$ cat src/include/spb_pkg.sv
package spb_pkg;

  // ----------------------------------------------------------------
  // register addresses
  // ----------------------------------------------------------------
  localparam logic [7:0] SPB_ADDR_CTRL  = 8'h98;
  localparam logic [7:0] SPB_ADDR_DATA  = 8'h99;
  localparam logic [7:0] SPB_ADDR_PWR   = 8'h87;
  localparam logic [7:0] SPB_ADDR_T2CTL = 8'hC8;
  localparam logic [7:0] SPB_ADDR_RLD_L = 8'hCA;
  localparam logic [7:0] SPB_ADDR_RLD_H = 8'hCB;
  localparam logic [7:0] SPB_ADDR_CNT_L = 8'hCC;
  localparam logic [7:0] SPB_ADDR_CNT_H = 8'hCD;
  localparam logic [7:0] SPB_ADDR_SLAVE_ADDRESS_REGISTER = 8'hA9;
  localparam logic [7:0] SPB_ADDR_SMASK = 8'hB9;

  // ----------------------------------------------------------------
  // field positions
  // ----------------------------------------------------------------
  localparam int SPB_CTL_MODE0 = 7;
  localparam int SPB_CTL_MODE1 = 6;
  localparam int SPB_CTL_MP    = 5;
  localparam int SPB_CTL_REN   = 4;
  localparam int SPB_CTL_TB8   = 3;
  localparam int SPB_CTL_RB8   = 2;
  localparam int SPB_CTL_TI    = 1;
  localparam int SPB_CTL_RI    = 0;
  localparam int SPB_PWR_DBL   = 7;
  localparam int SPB_PWR_FESEL = 6;
  localparam int SPB_T2_TF     = 7;
  localparam int SPB_T2_EXF    = 6;
  localparam int SPB_T2_RCLK   = 5;
  localparam int SPB_T2_TX_BAUD_SOURCE_SELECT   = 4;
  localparam int SPB_T2_EXEN   = 3;
  localparam int SPB_T2_RUN    = 2;

  // ----------------------------------------------------------------
  // reset values
  // ----------------------------------------------------------------
  localparam logic [7:0]  SPB_CTRL_RST = 8'h00;
  localparam logic [7:0]  SPB_T2_RST   = 8'h00;
  localparam logic [7:0]  SPB_ADDR_RST = 8'h00;
  localparam logic [15:0] SPB_RLD_RST  = 16'h0000;

  // ----------------------------------------------------------------
  // timing
  // ----------------------------------------------------------------
  localparam logic [3:0] SPB_PH_S1P1  = 4'h0;
  localparam logic [3:0] SPB_PH_S3P1  = 4'h4;
  localparam logic [3:0] SPB_PH_S6P1  = 4'hA;
  localparam logic [3:0] SPB_PH_S6P2  = 4'hB;
  localparam logic [3:0] SPB_PH_LOWLO = 4'h4;
  localparam logic [3:0] SPB_PH_LOWHI = 4'h9;
  localparam logic [6:0] SPB_RX0_INIT = 7'h7E;
  localparam logic [2:0] SPB_MODE2_DIV = 3'h4;
  localparam logic [3:0] SPB_TICK_MID = 4'h7;
  localparam logic [3:0] SPB_TICK_END = 4'hF;
  localparam logic [3:0] SPB_STOP8    = 4'h9;
  localparam logic [3:0] SPB_STOP9    = 4'hA;

  // ----------------------------------------------------------------
  // types
  // ----------------------------------------------------------------
  typedef enum logic [1:0] {
    SPB_MODE_SHIFT  = 2'h0,
    SPB_MODE_UART8  = 2'h1,
    SPB_MODE_UART9F = 2'h2,
    SPB_MODE_UART9V = 2'h3
  } spb_mode_t;

  typedef enum logic [1:0] {
    SPB_RX_IDLE  = 2'h0,
    SPB_RX_START = 2'h1,
    SPB_RX_DATA  = 2'h3,
    SPB_RX_STOP  = 2'h2
  } spb_rx_state_t;

endpackage : spb_pkg

$ cat src/hdl/spb_baud_gen.sv
`timescale 1ns/1ns
module spb_baud_gen (
  input  wire logic        clock_i,
  input  wire logic        reset_i,
  input  wire logic        run_i,
  input  wire logic        clk6_mode_i,
  input  wire logic [15:0] reload_i,
  input  wire logic        load_low_i,
  input  wire logic        load_high_i,
  input  wire logic [7:0]  wdata_i,
  output logic      [15:0] count_o,
  output logic             rollover_o
);

  logic        half_r;
  logic [15:0] count_r;
  logic        roll_r;
  wire         inc   = run_i && (clk6_mode_i || half_r);
  wire         at_ff = (count_r == 16'hFFFF);

  // ----------------------------------------------------------------
  // counter: fosc in 6-clock mode, fosc/2 in 12-clock mode
  // ----------------------------------------------------------------
  always_ff @(posedge clock_i) begin
    if (reset_i) begin
      half_r  <= 1'b0;
      count_r <= spb_pkg::SPB_RLD_RST;
      roll_r  <= 1'b0;
    end else begin
      half_r <= run_i ? ~half_r : 1'b0;
      roll_r <= inc && at_ff;
      if (load_low_i) begin
        count_r[7:0] <= wdata_i;
      end else if (load_high_i) begin
        count_r[15:8] <= wdata_i;
      end else if (inc) begin
        count_r <= at_ff ? reload_i : count_r + 16'h0001;
      end
    end
  end

  assign count_o    = count_r;
  assign rollover_o = roll_r;

endmodule : spb_baud_gen

$ cat src/hdl/spb_serial_port.sv
`timescale 1ns/1ns
module spb_serial_port (
  input  wire logic       clock_i,
  input  wire logic       reset_i,
  input  wire logic [7:0] sfr_addr_i,
  input  wire logic       sfr_wr_i,
  input  wire logic       sfr_rd_i,
  input  wire logic [7:0] sfr_wdata_i,
  input  wire logic       clk6_mode_i,
  input  wire logic       timer1_ovf_i,
  input  wire logic       rxd_i,
  input  wire logic       second_timer_trigger_input_i,
  output logic      [7:0] sfr_rdata_o,
  output logic            txd_o,
  output logic            rxd_o,
  output logic            rxd_oe_n_o
);

  // ----------------------------------------------------------------
  // helpers
  // ----------------------------------------------------------------
  function automatic logic at_phase(input logic [3:0] ph, input logic six, input logic [3:0] tgt);
    return six ? (ph == (tgt | 4'h1)) : (ph == tgt);
  endfunction : at_phase

  function automatic logic addr_hit(input logic [7:0] b, input logic [7:0] sa, input logic [7:0] sm);
    logic [7:0] bc;
    bc = sa | sm;
    return ((b & sm) == (sa & sm)) || ((b & bc) == bc);
  endfunction : addr_hit

  function automatic logic [7:0] rev8(input logic [7:0] v);
    logic [7:0] r;
    r = 8'h00;
    for (int i = 0; i < 8; i++) begin
      r[i] = v[7-i];
    end
    return r;
  endfunction : rev8

  // ----------------------------------------------------------------
  // state
  // ----------------------------------------------------------------
  logic                      sm0_r, sm1_r, mp_r, ren_r, tb8_r, rb8_r, ti_r, ri_r, fe_r;
  logic                      dbl_r, fesel_r;
  logic [7:0]                t2ctl_r;
  logic [15:0]               rld_r;
  logic [7:0]                slave_address_register_r, smask_r, rbuf_r, rdata_r;
  logic [3:0]                ph_r;
  logic                      rxd_s1_r, rxd_s2_r, rxd_p_r;
  logic                      trg_s1_r, trg_s2_r, trg_p_r;
  logic [10:0]               tsr_r;
  logic [1:0]                tx0_arm_r;
  logic                      tx0_send_r, txa_busy_r;
  logic [3:0]                txa_cnt_r, txa_bit_r;
  logic [8:0]                rsr_r;
  logic                      rx0_go_r, rx0_act_r;
  spb_pkg::spb_rx_state_t    rx_st_r;
  logic [3:0]                rxa_cnt_r, rxa_bit_r;
  logic                      t1_half_r;
  logic [2:0]                m2_cnt_r;
  logic                      txd_r, rxd_out_r, rxd_oe_n_r;
  logic [15:0]               t2_count;
  logic                      t2_roll;

  // ----------------------------------------------------------------
  // decode
  // ----------------------------------------------------------------
  wire wr_ctrl  = sfr_wr_i && (sfr_addr_i == spb_pkg::SPB_ADDR_CTRL);
  wire wr_data  = sfr_wr_i && (sfr_addr_i == spb_pkg::SPB_ADDR_DATA);
  wire wr_pwr   = sfr_wr_i && (sfr_addr_i == spb_pkg::SPB_ADDR_PWR);
  wire wr_t2    = sfr_wr_i && (sfr_addr_i == spb_pkg::SPB_ADDR_T2CTL);
  wire wr_rld_l = sfr_wr_i && (sfr_addr_i == spb_pkg::SPB_ADDR_RLD_L);
  wire wr_rld_h = sfr_wr_i && (sfr_addr_i == spb_pkg::SPB_ADDR_RLD_H);
  wire wr_cnt_l = sfr_wr_i && (sfr_addr_i == spb_pkg::SPB_ADDR_CNT_L);
  wire wr_cnt_h = sfr_wr_i && (sfr_addr_i == spb_pkg::SPB_ADDR_CNT_H);
  wire wr_sa    = sfr_wr_i && (sfr_addr_i == spb_pkg::SPB_ADDR_SLAVE_ADDRESS_REGISTER);
  wire wr_sm    = sfr_wr_i && (sfr_addr_i == spb_pkg::SPB_ADDR_SMASK);

  wire spb_pkg::spb_mode_t mode = spb_pkg::spb_mode_t'({sm0_r, sm1_r});
  wire is_m0 = (mode == spb_pkg::SPB_MODE_SHIFT);
  wire is_m1 = (mode == spb_pkg::SPB_MODE_UART8);
  wire is_m2 = (mode == spb_pkg::SPB_MODE_UART9F);

  wire [7:0] ctrl_rd = {fesel_r ? fe_r : sm0_r, sm1_r, mp_r, ren_r, tb8_r, rb8_r, ti_r, ri_r};
  wire [7:0] rd_val  =
    (sfr_addr_i == spb_pkg::SPB_ADDR_CTRL)  ? ctrl_rd :
    (sfr_addr_i == spb_pkg::SPB_ADDR_DATA)  ? rbuf_r :
    (sfr_addr_i == spb_pkg::SPB_ADDR_PWR)   ? {dbl_r, fesel_r, 6'h00} :
    (sfr_addr_i == spb_pkg::SPB_ADDR_T2CTL) ? t2ctl_r :
    (sfr_addr_i == spb_pkg::SPB_ADDR_RLD_L) ? rld_r[7:0] :
    (sfr_addr_i == spb_pkg::SPB_ADDR_RLD_H) ? rld_r[15:8] :
    (sfr_addr_i == spb_pkg::SPB_ADDR_CNT_L) ? t2_count[7:0] :
    (sfr_addr_i == spb_pkg::SPB_ADDR_CNT_H) ? t2_count[15:8] :
    (sfr_addr_i == spb_pkg::SPB_ADDR_SLAVE_ADDRESS_REGISTER) ? slave_address_register_r :
    (sfr_addr_i == spb_pkg::SPB_ADDR_SMASK) ? smask_r : 8'h00;

  // ----------------------------------------------------------------
  // machine cycle phases and bit rate ticks
  // ----------------------------------------------------------------
  wire ev_s1p1 = at_phase(ph_r, clk6_mode_i, spb_pkg::SPB_PH_S1P1);
  wire ev_s6p2 = at_phase(ph_r, clk6_mode_i, spb_pkg::SPB_PH_S6P2);
  wire sclk_lo = (ph_r >= spb_pkg::SPB_PH_LOWLO) && (ph_r <= spb_pkg::SPB_PH_LOWHI);
  wire [3:0] ph_nxt = clk6_mode_i ? ((ph_r >= 4'hA) ? 4'h1 : ((ph_r | 4'h1) + 4'h2))
                                  : ((ph_r >= spb_pkg::SPB_PH_S6P2) ? 4'h0 : ph_r + 4'h1);

  wire rclk     = t2ctl_r[spb_pkg::SPB_T2_RCLK];
  wire tx_baud_source_select     = t2ctl_r[spb_pkg::SPB_T2_TX_BAUD_SOURCE_SELECT];
  wire baud_gen = rclk || tx_baud_source_select;
  wire t2_run   = baud_gen && t2ctl_r[spb_pkg::SPB_T2_RUN];
  wire t1_tick  = timer1_ovf_i && (dbl_r || t1_half_r);
  wire [2:0] m2_lim = spb_pkg::SPB_MODE2_DIV >> ({1'b0, dbl_r} + {1'b0, clk6_mode_i});
  wire m2_tick  = (m2_cnt_r >= m2_lim - 3'h1);
  wire tx_tick  = is_m2 ? m2_tick : (tx_baud_source_select ? t2_roll : t1_tick);
  wire rx_tick  = is_m2 ? m2_tick : (rclk ? t2_roll : t1_tick);

  // ----------------------------------------------------------------
  // transmit
  // ----------------------------------------------------------------
  // marker at the output: the msb has had its full bit time and clock pulse
  wire       tx0_last = (tsr_r[10:1] == 10'h000);
  wire [3:0] stop_idx = is_m1 ? spb_pkg::SPB_STOP8 : spb_pkg::SPB_STOP9;
  wire       txa_step = txa_busy_r && tx_tick && (txa_cnt_r == spb_pkg::SPB_TICK_END);
  wire       ti_set   = (tx0_send_r && tx0_last && ev_s1p1)
                        || (txa_step && (txa_bit_r + 4'h1 == stop_idx));
  wire       tx_ninth = is_m1 ? 1'b1 : tb8_r;

  always_ff @(posedge clock_i) begin
    if (reset_i) begin
      tsr_r      <= 11'h7FF;
      tx0_arm_r  <= 2'h0;
      tx0_send_r <= 1'b0;
      txa_busy_r <= 1'b0;
      txa_cnt_r  <= 4'h0;
      txa_bit_r  <= 4'h0;
    end else if (wr_data && is_m0) begin
      tsr_r      <= {2'h0, 1'b1, sfr_wdata_i};
      tx0_arm_r  <= 2'h2;
      tx0_send_r <= 1'b0;
    end else if (wr_data) begin
      tsr_r      <= {1'b1, tx_ninth, sfr_wdata_i, 1'b0};
      txa_busy_r <= 1'b1;
      txa_cnt_r  <= 4'h0;
      txa_bit_r  <= 4'h0;
    end else begin
      if (ev_s6p2 && (tx0_arm_r != 2'h0)) begin
        tx0_arm_r  <= tx0_arm_r - 2'h1;
        tx0_send_r <= (tx0_arm_r == 2'h1);
      end
      if (tx0_send_r && ev_s6p2 && !tx0_last) begin
        tsr_r <= {1'b0, tsr_r[10:1]};
      end else if (tx0_send_r && tx0_last && ev_s1p1) begin
        tsr_r      <= {1'b0, tsr_r[10:1]};
        tx0_send_r <= 1'b0;
      end
      if (txa_busy_r && tx_tick) begin
        txa_cnt_r <= txa_cnt_r + 4'h1;
      end
      if (txa_step) begin
        tsr_r     <= {1'b1, tsr_r[10:1]};
        txa_bit_r <= txa_bit_r + 4'h1;
        if (txa_bit_r == stop_idx) begin
          txa_busy_r <= 1'b0;
        end
      end
    end
  end

  // ----------------------------------------------------------------
  // receive
  // ----------------------------------------------------------------
  wire       rx0_start = is_m0 && ren_r && !ri_r && !rx0_go_r && !rx0_act_r;
  wire       rx0_done  = rx0_act_r && ev_s6p2 && !rsr_r[7];
  wire       rxa_mid   = rx_tick && (rxa_cnt_r == spb_pkg::SPB_TICK_MID);
  wire       rxa_stop  = (rx_st_r == spb_pkg::SPB_RX_STOP) && rxa_mid;
  wire [7:0] rxa_byte  = is_m1 ? rsr_r[8:1] : rsr_r[7:0];
  wire       rxa_ninth = is_m1 ? rxd_s2_r : rsr_r[8];
  wire       rxa_hit   = addr_hit(rxa_byte, slave_address_register_r, smask_r);
  wire       rxa_mpok  = is_m1 ? (rxd_s2_r && rxa_hit) : (rsr_r[8] && rxa_hit);
  wire       rxa_take  = rxa_stop && !ri_r && (!mp_r || rxa_mpok);
  wire       ri_set    = rx0_done || rxa_take;
  wire       fe_set    = rxa_stop && !rxd_s2_r;

  always_ff @(posedge clock_i) begin
    if (reset_i) begin
      rsr_r     <= 9'h1FF;
      rx0_go_r  <= 1'b0;
      rx0_act_r <= 1'b0;
      rx_st_r   <= spb_pkg::SPB_RX_IDLE;
      rxa_cnt_r <= 4'h0;
      rxa_bit_r <= 4'h0;
      rbuf_r    <= 8'h00;
    end else begin
      rx0_go_r <= rx0_start && ev_s6p2;
      if (rx0_start && ev_s6p2) begin
        rsr_r <= {2'h3, spb_pkg::SPB_RX0_INIT};
      end
      if (rx0_go_r) begin
        rx0_act_r <= 1'b1;
      end
      if (rx0_act_r && ev_s6p2) begin
        rsr_r <= {rsr_r[7:0], rxd_s2_r};
        if (!rsr_r[7]) begin
          rx0_act_r <= 1'b0;
          rbuf_r    <= rev8({rsr_r[6:0], rxd_s2_r});
        end
      end
      if (rx_st_r != spb_pkg::SPB_RX_IDLE && rx_tick) begin
        rxa_cnt_r <= rxa_cnt_r + 4'h1;
      end
      case (rx_st_r)
        spb_pkg::SPB_RX_IDLE: begin
          if (!is_m0 && ren_r && rxd_p_r && !rxd_s2_r) begin
            rx_st_r   <= spb_pkg::SPB_RX_START;
            rxa_cnt_r <= 4'h0;
            rxa_bit_r <= 4'h0;
          end
        end
        spb_pkg::SPB_RX_START: begin
          if (rxa_mid) begin
            rx_st_r <= rxd_s2_r ? spb_pkg::SPB_RX_IDLE : spb_pkg::SPB_RX_DATA;
          end
        end
        spb_pkg::SPB_RX_DATA: begin
          if (rxa_mid) begin
            rsr_r     <= {rxd_s2_r, rsr_r[8:1]};
            rxa_bit_r <= rxa_bit_r + 4'h1;
            if (rxa_bit_r == (is_m1 ? 4'h7 : 4'h8)) begin
              rx_st_r <= spb_pkg::SPB_RX_STOP;
            end
          end
        end
        spb_pkg::SPB_RX_STOP: begin
          if (rxa_mid) begin
            rx_st_r <= spb_pkg::SPB_RX_IDLE;
            if (rxa_take) begin
              rbuf_r <= rxa_byte;
            end
          end
        end
        default: rx_st_r <= spb_pkg::SPB_RX_IDLE;
      endcase
    end
  end

  // ----------------------------------------------------------------
  // software registers; hardware set wins over software clear
  // ----------------------------------------------------------------
  wire trg_fall = trg_p_r && !trg_s2_r;

  always_ff @(posedge clock_i) begin
    if (reset_i) begin
      {sm0_r, sm1_r, mp_r, ren_r, tb8_r, rb8_r, ti_r, ri_r} <= spb_pkg::SPB_CTRL_RST;
      fe_r    <= 1'b0;
      dbl_r   <= 1'b0;
      fesel_r <= 1'b0;
      t2ctl_r <= spb_pkg::SPB_T2_RST;
      rld_r   <= spb_pkg::SPB_RLD_RST;
      slave_address_register_r <= spb_pkg::SPB_ADDR_RST;
      smask_r <= spb_pkg::SPB_ADDR_RST;
    end else begin
      if (wr_ctrl) begin
        if (fesel_r) begin
          fe_r <= sfr_wdata_i[spb_pkg::SPB_CTL_MODE0];
        end else begin
          sm0_r <= sfr_wdata_i[spb_pkg::SPB_CTL_MODE0];
        end
        {sm1_r, mp_r, ren_r, tb8_r, rb8_r, ti_r, ri_r} <= sfr_wdata_i[6:0];
      end
      if (wr_pwr) begin
        dbl_r   <= sfr_wdata_i[spb_pkg::SPB_PWR_DBL];
        fesel_r <= sfr_wdata_i[spb_pkg::SPB_PWR_FESEL];
      end
      if (wr_t2) t2ctl_r <= sfr_wdata_i;
      if (wr_rld_l) rld_r[7:0] <= sfr_wdata_i;
      if (wr_rld_h) rld_r[15:8] <= sfr_wdata_i;
      if (wr_sa) slave_address_register_r <= sfr_wdata_i;
      if (wr_sm) smask_r <= sfr_wdata_i;
      if (ti_set) ti_r <= 1'b1;
      if (ri_set) ri_r <= 1'b1;
      if (fe_set) fe_r <= 1'b1;
      if (rxa_take && !is_m0) rb8_r <= rxa_ninth;
      // rollover goes only to the bit clocks, never to the overflow flag
      if (baud_gen && t2ctl_r[spb_pkg::SPB_T2_EXEN] && trg_fall) begin
        t2ctl_r[spb_pkg::SPB_T2_EXF] <= 1'b1;
      end
    end
  end

  // ----------------------------------------------------------------
  // synchronisers, dividers and registered outputs
  // ----------------------------------------------------------------
  always_ff @(posedge clock_i) begin
    if (reset_i) begin
      ph_r       <= spb_pkg::SPB_PH_S1P1;
      {rxd_s1_r, rxd_s2_r, rxd_p_r} <= 3'h7;
      {trg_s1_r, trg_s2_r, trg_p_r} <= 3'h7;
      t1_half_r  <= 1'b0;
      m2_cnt_r   <= 3'h0;
      txd_r      <= 1'b1;
      rxd_out_r  <= 1'b1;
      rxd_oe_n_r <= 1'b1;
      rdata_r    <= 8'h00;
    end else begin
      ph_r       <= ph_nxt;
      rxd_s1_r   <= rxd_i;
      rxd_s2_r   <= rxd_s1_r;
      rxd_p_r    <= rxd_s2_r;
      trg_s1_r   <= second_timer_trigger_input_i;
      trg_s2_r   <= trg_s1_r;
      trg_p_r    <= trg_s2_r;
      t1_half_r  <= timer1_ovf_i ? ~t1_half_r : t1_half_r;
      m2_cnt_r   <= m2_tick ? 3'h0 : m2_cnt_r + 3'h1;
      txd_r      <= is_m0 ? ((tx0_send_r || rx0_act_r) ? !sclk_lo : 1'b1)
                          : (txa_busy_r ? tsr_r[0] : 1'b1);
      rxd_out_r  <= tx0_send_r ? tsr_r[0] : 1'b1;
      rxd_oe_n_r <= !tx0_send_r;
      if (sfr_rd_i) rdata_r <= rd_val;
    end
  end

  spb_baud_gen u_baud_gen (
    .clock_i     (clock_i),
    .reset_i     (reset_i),
    .run_i       (t2_run),
    .clk6_mode_i (clk6_mode_i),
    .reload_i    (rld_r),
    .load_low_i  (wr_cnt_l),
    .load_high_i (wr_cnt_h),
    .wdata_i     (sfr_wdata_i),
    .count_o     (t2_count),
    .rollover_o  (t2_roll)
  );

  assign sfr_rdata_o = rdata_r;
  assign txd_o       = txd_r;
  assign rxd_o       = rxd_out_r;
  assign rxd_oe_n_o  = rxd_oe_n_r;

endmodule : spb_serial_port

$ cat config.mk
export PLATFORM = sky130hd
export DESIGN_NAME = spb_serial_port
export DESIGN_NICKNAME = d
export VERILOG_FILES = /design/src/include/spb_pkg.sv /design/src/hdl/spb_baud_gen.sv /design/src/hdl/spb_serial_port.sv
export SDC_FILE = /design/constraint.sdc
export NUM_CORES = 1
export LEC_CHECK = 0
export BUFFER_PORTS_ARGS = -buffer_cell sky130_fd_sc_hd__buf_2
export CORE_ASPECT_RATIO = 0.9
export CORE_MARGIN = 8
export CORE_UTILIZATION = 58
export CTS_CLUSTER_DIAMETER = 120
export DETAILED_ROUTE_END_ITERATION = 16
export GPL_ROUTABILITY_DRIVEN = 0
export PLACE_DENSITY_LB_ADDON = 0.2
export SYNTH_ARGS = -nofsm -noshare
export SYNTH_HDL_FRONTEND = slang
export SYNTH_SLANG_ARGS = --single-unit
$ cat constraint.sdc
create_clock -name clock_i -period 4.9 [get_ports clock_i]
set_clock_uncertainty 0.05 [all_clocks]
set_input_delay 0.49 -clock clock_i [delete_from_list [all_inputs] [get_ports clock_i]]
set_output_delay 0.49 -clock clock_i [all_outputs]
set_load 0.02 [all_outputs]
* Yosys cells after proc, flatten, opt, wreduce, memory -nomap -nowiden
Cells that the tools add are included.
** Cells by class
- Add/sub/neg operators :: 11
- Multipliers :: 0
- Div/mod/pow operators :: 0
- Order comparisons :: 5
- Equal/unequal tests :: 33
- Shift operators :: 1
- Mux-type cells :: 87
- Bitwise gates (word level) :: 12
- Reductions and logical operators :: 101
** Operators by type and width (number)
- two-way mux 8 bit :: 19
- equality test 8 bit, second input constant :: 10
- two-way mux 11 bit :: 5
- two-way mux 4 bit :: 13
- logical AND 1 bit :: 46
- two-way mux 9 bit :: 4
- two-way mux 16 bit :: 2
- two-way mux 1 bit :: 31
- nonzero test 2 bit :: 15
- bitwise AND 8 bit :: 3
- adder 4 x 1 -> 4 bit, second input constant :: 5
- two-way mux 2 bit :: 10
- adder 16 x 1 -> 16 bit, second input constant :: 1
- equality test 16 bit, second input constant :: 1
- equality test 8 bit :: 2
- AND reduction 2 bit :: 8
- equality test 4 bit :: 3
- zero test 1 bit :: 11
- zero test 10 bit :: 1
- inequality test 2 bit, second input constant :: 5
- equality test 4 bit, second input constant :: 2
- greater-or-equal comparator 4 bit, second input constant :: 2
- logical OR 1 bit :: 8
- NOT 1 bit :: 8
- 25 further kinds :: 35
** Word-level totals
- Register bits :: 146
- Bits in latches :: 0
- Memory bits (writable) :: 0
- ROM bits :: 0
- Input bits :: 24
- Output and inout port bits :: 11
- Word-level logic and storage cells :: 299
- Memories kept :: 0

* Longest topological paths before layout
Gate-level depths: netlist of run 1.
- Depth after elaboration :: 12
- Depth in mapped cells :: 11
- Depth with buffers taken out :: 10

* By module
A second synthesis of run 1 with hierarchy kept.
** Unflattened totals
- Cells, all modules :: 996
- Area, all modules :: 8096.5 µm²
** By module, submodules not included
- spb_serial_port :: instances 1, cells each 845, area an instance 6876.6 µm², seq. area each 2562.5 µm²
- spb_baud_gen :: instances 1, cells each 151, area an instance 1219.9 µm², seq. area each 360.3 µm²

* Least setup slack after synthesis of run 1
No wires, ideal clock.
- Path kind :: input -> register
- Start point :: input clk6_mode_i
- End point :: register tsr_r[4]
- Library setup time :: 0.120 ns
- Arrival :: 2.622 ns
- Data required time :: 4.730 ns
- Setup slack :: 2.109 ns
- Stages :: 11
- Buffers on the path :: 1
- Path through :: ha_1 -> inv_1 -> ha_1 -> nand2b_1 -> a21o_1 -> a211oi_4 -> nor3_1 -> nor4_2 -> buf_2 -> a311oi_1 -> a211o_1
** On the way
- Longest elaborated chain between the ends :: 10
- Elaborated cells between the ends (all ways) :: 13
- Those cells by class :: add/sub: 2; order compare: 1; shift: 1; mux: 5; reduce/logical: 4
** Ends and longest elaborated chain
- from (decl) :: line spb_serial_port.sv:9 : input wire logic clk6_mode_i,
- adder 1 x 1 -> 2 bit :: line spb_serial_port.sv:112 : wire [2:0] m2_lim = spb_pkg::SPB_MODE2_DIV >> ({1'b0, dbl_r} + {1'b0, clk6_mode_i});
- >> shifter 3 x 2 -> 3 bit :: line spb_serial_port.sv:112
- subtractor 3 x 1 -> 3 bit :: line spb_serial_port.sv:113 : wire m2_tick = (m2_cnt_r >= m2_lim - 3'h1);
- greater-or-equal comparator 3 bit :: line spb_serial_port.sv:113
- two-way mux 1 bit :: line spb_serial_port.sv:114 : wire tx_tick = is_m2 ? m2_tick : (tx_baud_source_select ? t2_roll : t1_tick);
- logical AND 1 bit (2 in a row) :: line spb_serial_port.sv:123 : wire txa_step = txa_busy_r && tx_tick && (txa_cnt_r == spb_pkg::SPB_TICK_END);
- two-way mux 11 bit :: line spb_serial_port.sv:159 : if (txa_step) begin
- two-way mux 11 bit :: line spb_serial_port.sv:140 : end else if (wr_data) begin
- two-way mux 11 bit :: line spb_serial_port.sv:136 : end else if (wr_data && is_m0) begin
- to (signal assigned) :: line spb_serial_port.sv:137 : tsr_r <= {2'h0, 1'b1, sfr_wdata_i};
- to (signal assigned) :: line spb_serial_port.sv:141 : tsr_r <= {1'b1, tx_ninth, sfr_wdata_i, 1'b0};
- to (signal assigned) :: line spb_serial_port.sv:160 : tsr_r <= {1'b1, tsr_r[10:1]};
- to (decl) :: line spb_serial_port.sv:52 : logic [10:0] tsr_r;
Several ways; a longest one is shown, not always the timed one.
A chain may end at the register's enable or synchronous reset.

* Final worst setup path of run 1
- Start point :: register dbl_r
- End point :: register tsr_r[3]
** On the way
- Longest elaborated chain between the ends :: 10
- Elaborated cells between the ends (all ways) :: 14
- Those cells by class :: add/sub: 2; order compare: 1; shift: 1; mux: 5; reduce/logical: 5
** Ends and longest elaborated chain
- from (decl) :: line spb_serial_port.sv:45 : logic dbl_r, fesel_r;
- from (signal assigned) :: line spb_serial_port.sv:271 : dbl_r <= sfr_wdata_i[spb_pkg::SPB_PWR_DBL];
- adder 1 x 1 -> 2 bit :: line spb_serial_port.sv:112
- >> shifter 3 x 2 -> 3 bit :: line spb_serial_port.sv:112
- subtractor 3 x 1 -> 3 bit :: line spb_serial_port.sv:113
- greater-or-equal comparator 3 bit :: line spb_serial_port.sv:113
- two-way mux 1 bit (*) :: line spb_serial_port.sv:114
- logical AND 1 bit (*) (2 in a row) :: line spb_serial_port.sv:123
- two-way mux 11 bit :: line spb_serial_port.sv:159
- two-way mux 11 bit :: line spb_serial_port.sv:140
- two-way mux 11 bit :: line spb_serial_port.sv:136
Every way passes the cells marked *; elsewhere a longest branch is shown, timed or not.

==> results of run 1 <==
==> worst max path at each step <==
stage / start / to / slack, ns / depth (start not counted)
final: dbl_r / tsr_r[3] / 1.84 / 11
after global routing: dbl_r / tsr_r[1] / 1.67 / 11
after CTS: dbl_r / tsr_r[1] / 1.85 / 11
after detailed placement: clk6_mode_i / tsr_r[3] / 1.63 / 12
after global placement: clk6_mode_i / tsr_r[1] / 1.76 / 12
after floorplan: clk6_mode_i / tsr_r[4] / 2.11 / 11
==> through the flow <==
step	std cells	cell area [um2]	hold WS, ns
2_1_floorplan	1011	8000	0.339
3_3_place_gp	1157	8180	0.341
3_5_place_dp	1157	8180	0.342
4_1_cts	1188	8720	0.186
5_1_grt	1188	8720	0.186
6_report	1188	8720	0.195
==> layout make-up <==
cell class,instances,area [um2],share of cell area (%)
Sequential cell,146,2920,33.5
Tap cell,168,210,2.41
Multi-Input combinational cell,767,4690,53.7
Clock buffer,19,453,5.19
Clock inverter,12,91.3,1.05
Timing Repair Buffer,41,225,2.58
Inverter,35,131,1.51
==> layer usage <==
metal  share of wire (%)  vias to the layer above
li1                    -                     3585
met1                  46                     3429
met2                  44                      296
met3                 8.1                       48
met4                 2.2                        0
met5                   0                        -
==> power groups by stage <==
stage               Sequential [uW]  Combinational, uW  Clock [uW]
finish                         1220                168        1220
global route                   1220                184        1280
CTS                            1220                165        1230
detailed placement             1240                164           0
global placement               1240                160           0
floorplan                      1240                120           0
==> logic make-up (layout without fill, tap and decap cells) <==
group / count (synthesis) / in the layout / share of synthesized area [%]
multiplexers: 66 / 66 / 8.76
AND/OR/NAND/NOR: 421 / 421 / 24.4
XOR/XNOR: 26 / 26 / 2.85
buffers and inverters: 98 / 107 / 5.00
flip-flops: 146 / 146 / 36.5
AO/OA/AOI/OAI: 235 / 235 / 19.5
adder cells (fa/ha/maj): 19 / 19 / 2.97
==> state kept, by name, indices dropped and copies added (netlist names), 8 cells and up <==
signal / count
u_baud_gen.count_o: 16
rbuf_r: 8
t2ctl_r: 8
slave_address_register_r: 8
smask_r: 8
tsr_r: 11
sfr_rdata_o: 8
rsr_r: 9
rld_r: 16
==> cell usage in the layout, fill, tap and decap left out, types with 17 or more instances in the layout <==
cell type	instances
a211o_1	21
o22ai_1	19
nor3_1	26
ha_1	19
nor2_1	185
nand2b_1	24
buf_2	33
a21oi_1	73
o21ai_0	38
nand2_1	86
dfxtp_1	146
mux2i_1	49
nand3_1	29
clkbuf_16	17
inv_1	35
xor2_1	17
==> critical path, cell delays in order, from the launching register on <==
cell	delay (ns)
dfxtp_1	0.44
ha_1	0.18
inv_1	0.04
ha_1	0.26
nand2b_1	0.14
a21o_1	0.21
a211oi_4	0.47
nor3_1	0.21
nor4_2	0.30
buf_4	0.28
a311oi_1	0.08
a211o_1	0.28
==> flow_summary.yaml, run 1 <==
logic_synthesis:
  synth_top_area_share_pct: 36.5
  synthCells: 1011
  ys_types: 63
  synth_edf_count: 0
  yosys.area.top_type: "dfxtp_1"
  ys_ff_latch: 146
  ys_warn_count: 0
  synth_nets: 1054
  yosysSeqAreaShare_pct: 36.5
  synth.area.top_cells: "dfxtp_1 37%, nor2_1 8.7%, mux2i_1 6.1%, a21oi_1 4.6%, nand2_1 4.0%"
  ys_async_sr_fraction_pct: 0
  synth.most_common_cell: "nor2_1"
  netlist_area_um2: 8000
  avgSynthCellArea_um2: 7.91
  synth_ff_type: "dfxtp_1"
  synth_common_cells: "185 x nor2_1, 146 x dfxtp_1, 86 x nand2_1"
power_and_ir_drop:
  p_switching_uw: 629
  power.share.switching_pct: 24.2
  irDropWorstVdd_v: 0.000265
  power.share.clock_pct: 46.7
  power_density_nw_per_um2: 298
  power.leakage_uw: 0.00325
  internal_power_uw: 1970
  power.share.combinational_pct: 6.4
  power_uw: 2600
  seq_power_share_pct: 46.8
critical_path:
  worst-path-max-fanout: 21
  required_ns: 5.16
  reg2reg_to: "tsr_r[3]"
  crit_type: "reg -> reg"
  reg2reg_slack_ns: 1.84
  reg2reg_from: "dbl_r"
  crit_arrival_ns: 3.32
  ff2ff_path_depth: 11
  cp-start-kind: "flop"
  cp-end-kind: "flop"
global_route:
  grt_pass1_wl_mm: 35.3
  grt_overflow: 0
  grtUsageMet2_pct: 37.1
  grtUsageMet3_pct: 6.03
  grtUsageTotal_pct: 24.5
  met1_usage_pct: 33.4
  grt_max_degree: 73
  busiest_layer: "met2"
  antenna_found_initial: 0
  grt_pass1_vias: 6651
finish:
  antenna_cells: 0
  fin_util_pct: 65.0
  fin_nets: 1051
  fill_cells: 1194
  drive_gt1_share_pct: 10.5
  syn_to_final_growth_pct: 9.01
cts:
  cts.sinks: 146
  cts_hold_buf: 0
  cts_resized: 0
  tritoncts: "yes"
  cts_buffers: 17
  postCtsSetupBuffers: 0
  clkTransAtPathRegs_ns: 0.06
  cts.path.max_buffers: 2
  clk_latency_ns: 0.42
  cts_root_buffer: "clkbuf_16"
  cts.htree.levels: 4
outcome:
  run_status: "completed"
floorplan:
  io_pins: 35
  chipHeight_um: 127
  initial_core_util_pct: 59.6
  dieArea_um2: 17800
  rows: 40
  fp.coreArea_um2: 13400
  dieWidth_um: 140
sta:
  hold_violations: 0
  final.period_utilization_pct: 62.5
  fmaxAchievable_ghz: 0.327
  period_minus_slack_ns: 3.06
  setup_slack_ns: 1.84
  setup_viol: 0
  setup_tns_ns: 0
  slew_headroom_pct: 27.2
  tightest_slew_ns: 1.08
  rsz0062_at_grt: "false"
  finalMaxSlewViolations: 0
route:
  via_per_inst: 6.19
  post_drt_wl_per_cell_um: 18.4
  wl_mm: 21.9
  drtAntennaViolNets: 0
  drc: 0
  drtIter0Drc: 904
  drt-pass1-iter-count: 6
  dr_total_vias: 7358
job:
  maxCapViolations: 0
worst_hold_path:
  hold_class: "in -> reg"
  hold_end: "trg_s1_r"
  min_from: "second_timer_trigger_input_i"
  min_path_cells: 2
placed_design:
  hpwl_mm: 15.2
  portBuffers: 34
  place_ws_ns: 1.63
Power figures use the tool's default switching activity.
==> run 2, diff against run 1 <==
Clock period 4.9 ns to 3.2 ns, I/O delays scaled along.
==> run 2 against run 1 <==
  * Power is 66% higher
  * Hold slack worse by 0.17 ns
  * Global-route usage is 0.62 points higher
  * Cell count is 1.7% higher
  * First-iteration DRC count is 2.3% lower
  * Worst setup slack worse by 1.6 ns
  * Via count is 1.4% higher
  * Largest power group is now the clock network
  * Highest routed layer unchanged
==> flow_summary.yaml, run 2 (synthesized netlist as in run 1, its figures left out) <==
global_route:
  antenna_found_initial: 0
  grt_overflow: 0
  grt_pass1_vias: 6750
  grtUsageTotal_pct: 25.1
  grt_max_degree: 56
  grt_pass1_wl_mm: 36.1
power_and_ir_drop:
  power_uw: 4310
  irDropWorstVdd_v: 0.000471
  power.leakage_uw: 0.00340
  power_density_nw_per_um2: 480
cts:
  cts_buffers: 17
  cts_hold_buf: 0
  cts_resized: 0
  tritoncts: "yes"
  cts.sinks: 146
  cts.htree.levels: 4
  postCtsSetupBuffers: 0
  clkTransAtPathRegs_ns: 0.06
  cts_root_buffer: "clkbuf_16"
  clk_latency_ns: 0.43
  cts.path.max_buffers: 2
sta:
  fmaxAchievable_ghz: 0.342
  setup_viol: 0
  final.period_utilization_pct: 91.3
  setup_tns_ns: 0
  slew_headroom_pct: 37.0
  hold_violations: 0
  rsz0062_at_grt: "false"
  finalMaxSlewViolations: 0
  tightest_slew_ns: 0.936
  period_minus_slack_ns: 2.92
floorplan:
  initial_core_util_pct: 59.6
  dieArea_um2: 17800
  io_pins: 35
  rows: 40
  chipHeight_um: 127
  dieWidth_um: 140
  fp.coreArea_um2: 13400
critical_path:
  cp-start-kind: "flop"
  critPathSlowestCell: "nor4_1"
  worst-path-max-fanout: 7
  reg2reg_slack_ns: 0.28
  worstPathCellList: "ha_1 > inv_1 > ha_1 > nand2b_1 > a21o_1 > a211oi_4 > buf_4 > nor4_1 > nand4b_1 > a21boi_0 > nor2_1"
  slowest_delay_ns: 0.81
  cp_top_family: "simple AND/OR/NAND/NOR gates"
  reg2reg_from: "dbl_r"
  cp-end-kind: "flop"
  crit_type: "reg -> reg"
  cp_num_buf_inv: 2
  required_ns: 3.44
  ff2ff_path_depth: 11
  cpMostUsedCell: "ha_1"
  reg2reg_to: "txa_busy_r"
  crit_arrival_ns: 3.16
worst_hold_path:
  hold_end: "rxd_s1_r"
  min_path_cells: 2
  hold_class: "in -> reg"
  min_from: "rxd_i"
route:
  post_drt_wl_per_cell_um: 18.4
  drtIter0Drc: 883
  wl_mm: 22.3
  drt-pass1-iter-count: 8
  via_per_inst: 6.18
  drtAntennaViolNets: 0
  drc: 0
  dr_total_vias: 7462
finish:
  drive_gt1_share_pct: 12.0
  syn_to_final_growth_pct: 12.3
  final_common_cell: "nor2_1"
  fin_nets: 1070
  final_cell_mix: "185 x nor2_1, 146 x dfxtp_1, 86 x nand2_1, 73 x a21oi_1, 49 x mux2i_1"
  antenna_cells: 0
placed_design:
  hpwl_mm: 15.4
  portBuffers: 34
outcome:
  run_status: "completed"
job:
  maxCapViolations: 0
## run 2: cell types whose count changed in the layout (fill, tap and decap cells not counted), sizes merged
cell	previous run	this run
clkinvlp	1	0
bufinv	1	4
clkbuf	19	24
clkinv	10	4
buf	41	60
## run 2: cell type report
type,instances,area [um2]
clock buffers,24,502
clock inverters,8,148
fillers,1153,4430
inverters,35,131
multi-input cells,767,4690
flip-flops and latches,146,2920
well taps,168,210
repair buffers,60,380
## run 2: stage by stage
stage               instances  instance area [um2]  utilization [%]  setup slack [ns]  hold slack (ns)
global route             1208                 8980             67.0             0.124           0.0156
CTS                      1208                 8980             67.0             0.335          0.00745
global placement         1176                 8330             62.1             0.358            0.342
floorplan                1011                 8000                -             0.512            0.339
finish                   1208                 8980             67.0             0.280           0.0260
detailed placement       1176                 8330             62.1             0.323            0.343
## run 2: worst max path at each step
stage | slack, ns | endpoint | cells after the start | from
2_1_floorplan | 0.51 | tsr_r[4] | 11 | dbl_r
3_3_place_gp | 0.36 | tsr_r[1] | 12 | clk6_mode_i
3_5_place_dp | 0.32 | tsr_r[1] | 12 | clk6_mode_i
4_1_cts | 0.33 | tsr_r[2] | 11 | dbl_r
5_1_grt | 0.12 | tsr_r[2] | 11 | dbl_r
6_report | 0.28 | txa_busy_r | 11 | dbl_r
## run 2: routing by layer
| metal | GRT usage (%) | vias to the layer above | wire (um) |
|---|---|---|---|
| met1 | 34.3 | 3498 | 10200 |
| met3 | 5.47 | 32 | 1800 |
| met4 | 8.29 | 0 | 320 |
| met2 | 38.5 | 312 | 9970 |
| li1 | - | 3620 | - |
| met5 | 0 | - | 0 |
## run 2: power by group
part	switching [uW]	leakage, uW	internal [uW]
Clock	778	0.000320	1410
Combinational	169	0.00190	89.5
Sequential	20.6	0.00118	1840
Total	967	0.00340	3340
## run 2: worst reg2reg max path, cell delays in order (launching register included)
cell and delay, ns:
dfxtp_1 0.46, ha_1 0.21, inv_1 0.04, ha_1 0.25
nand2b_1 0.09, a21o_1 0.17, a211oi_4 0.09, buf_4 0.17
nor4_1 0.81, nand4b_1 0.18, a21boi_0 0.23, nor2_1 0.05
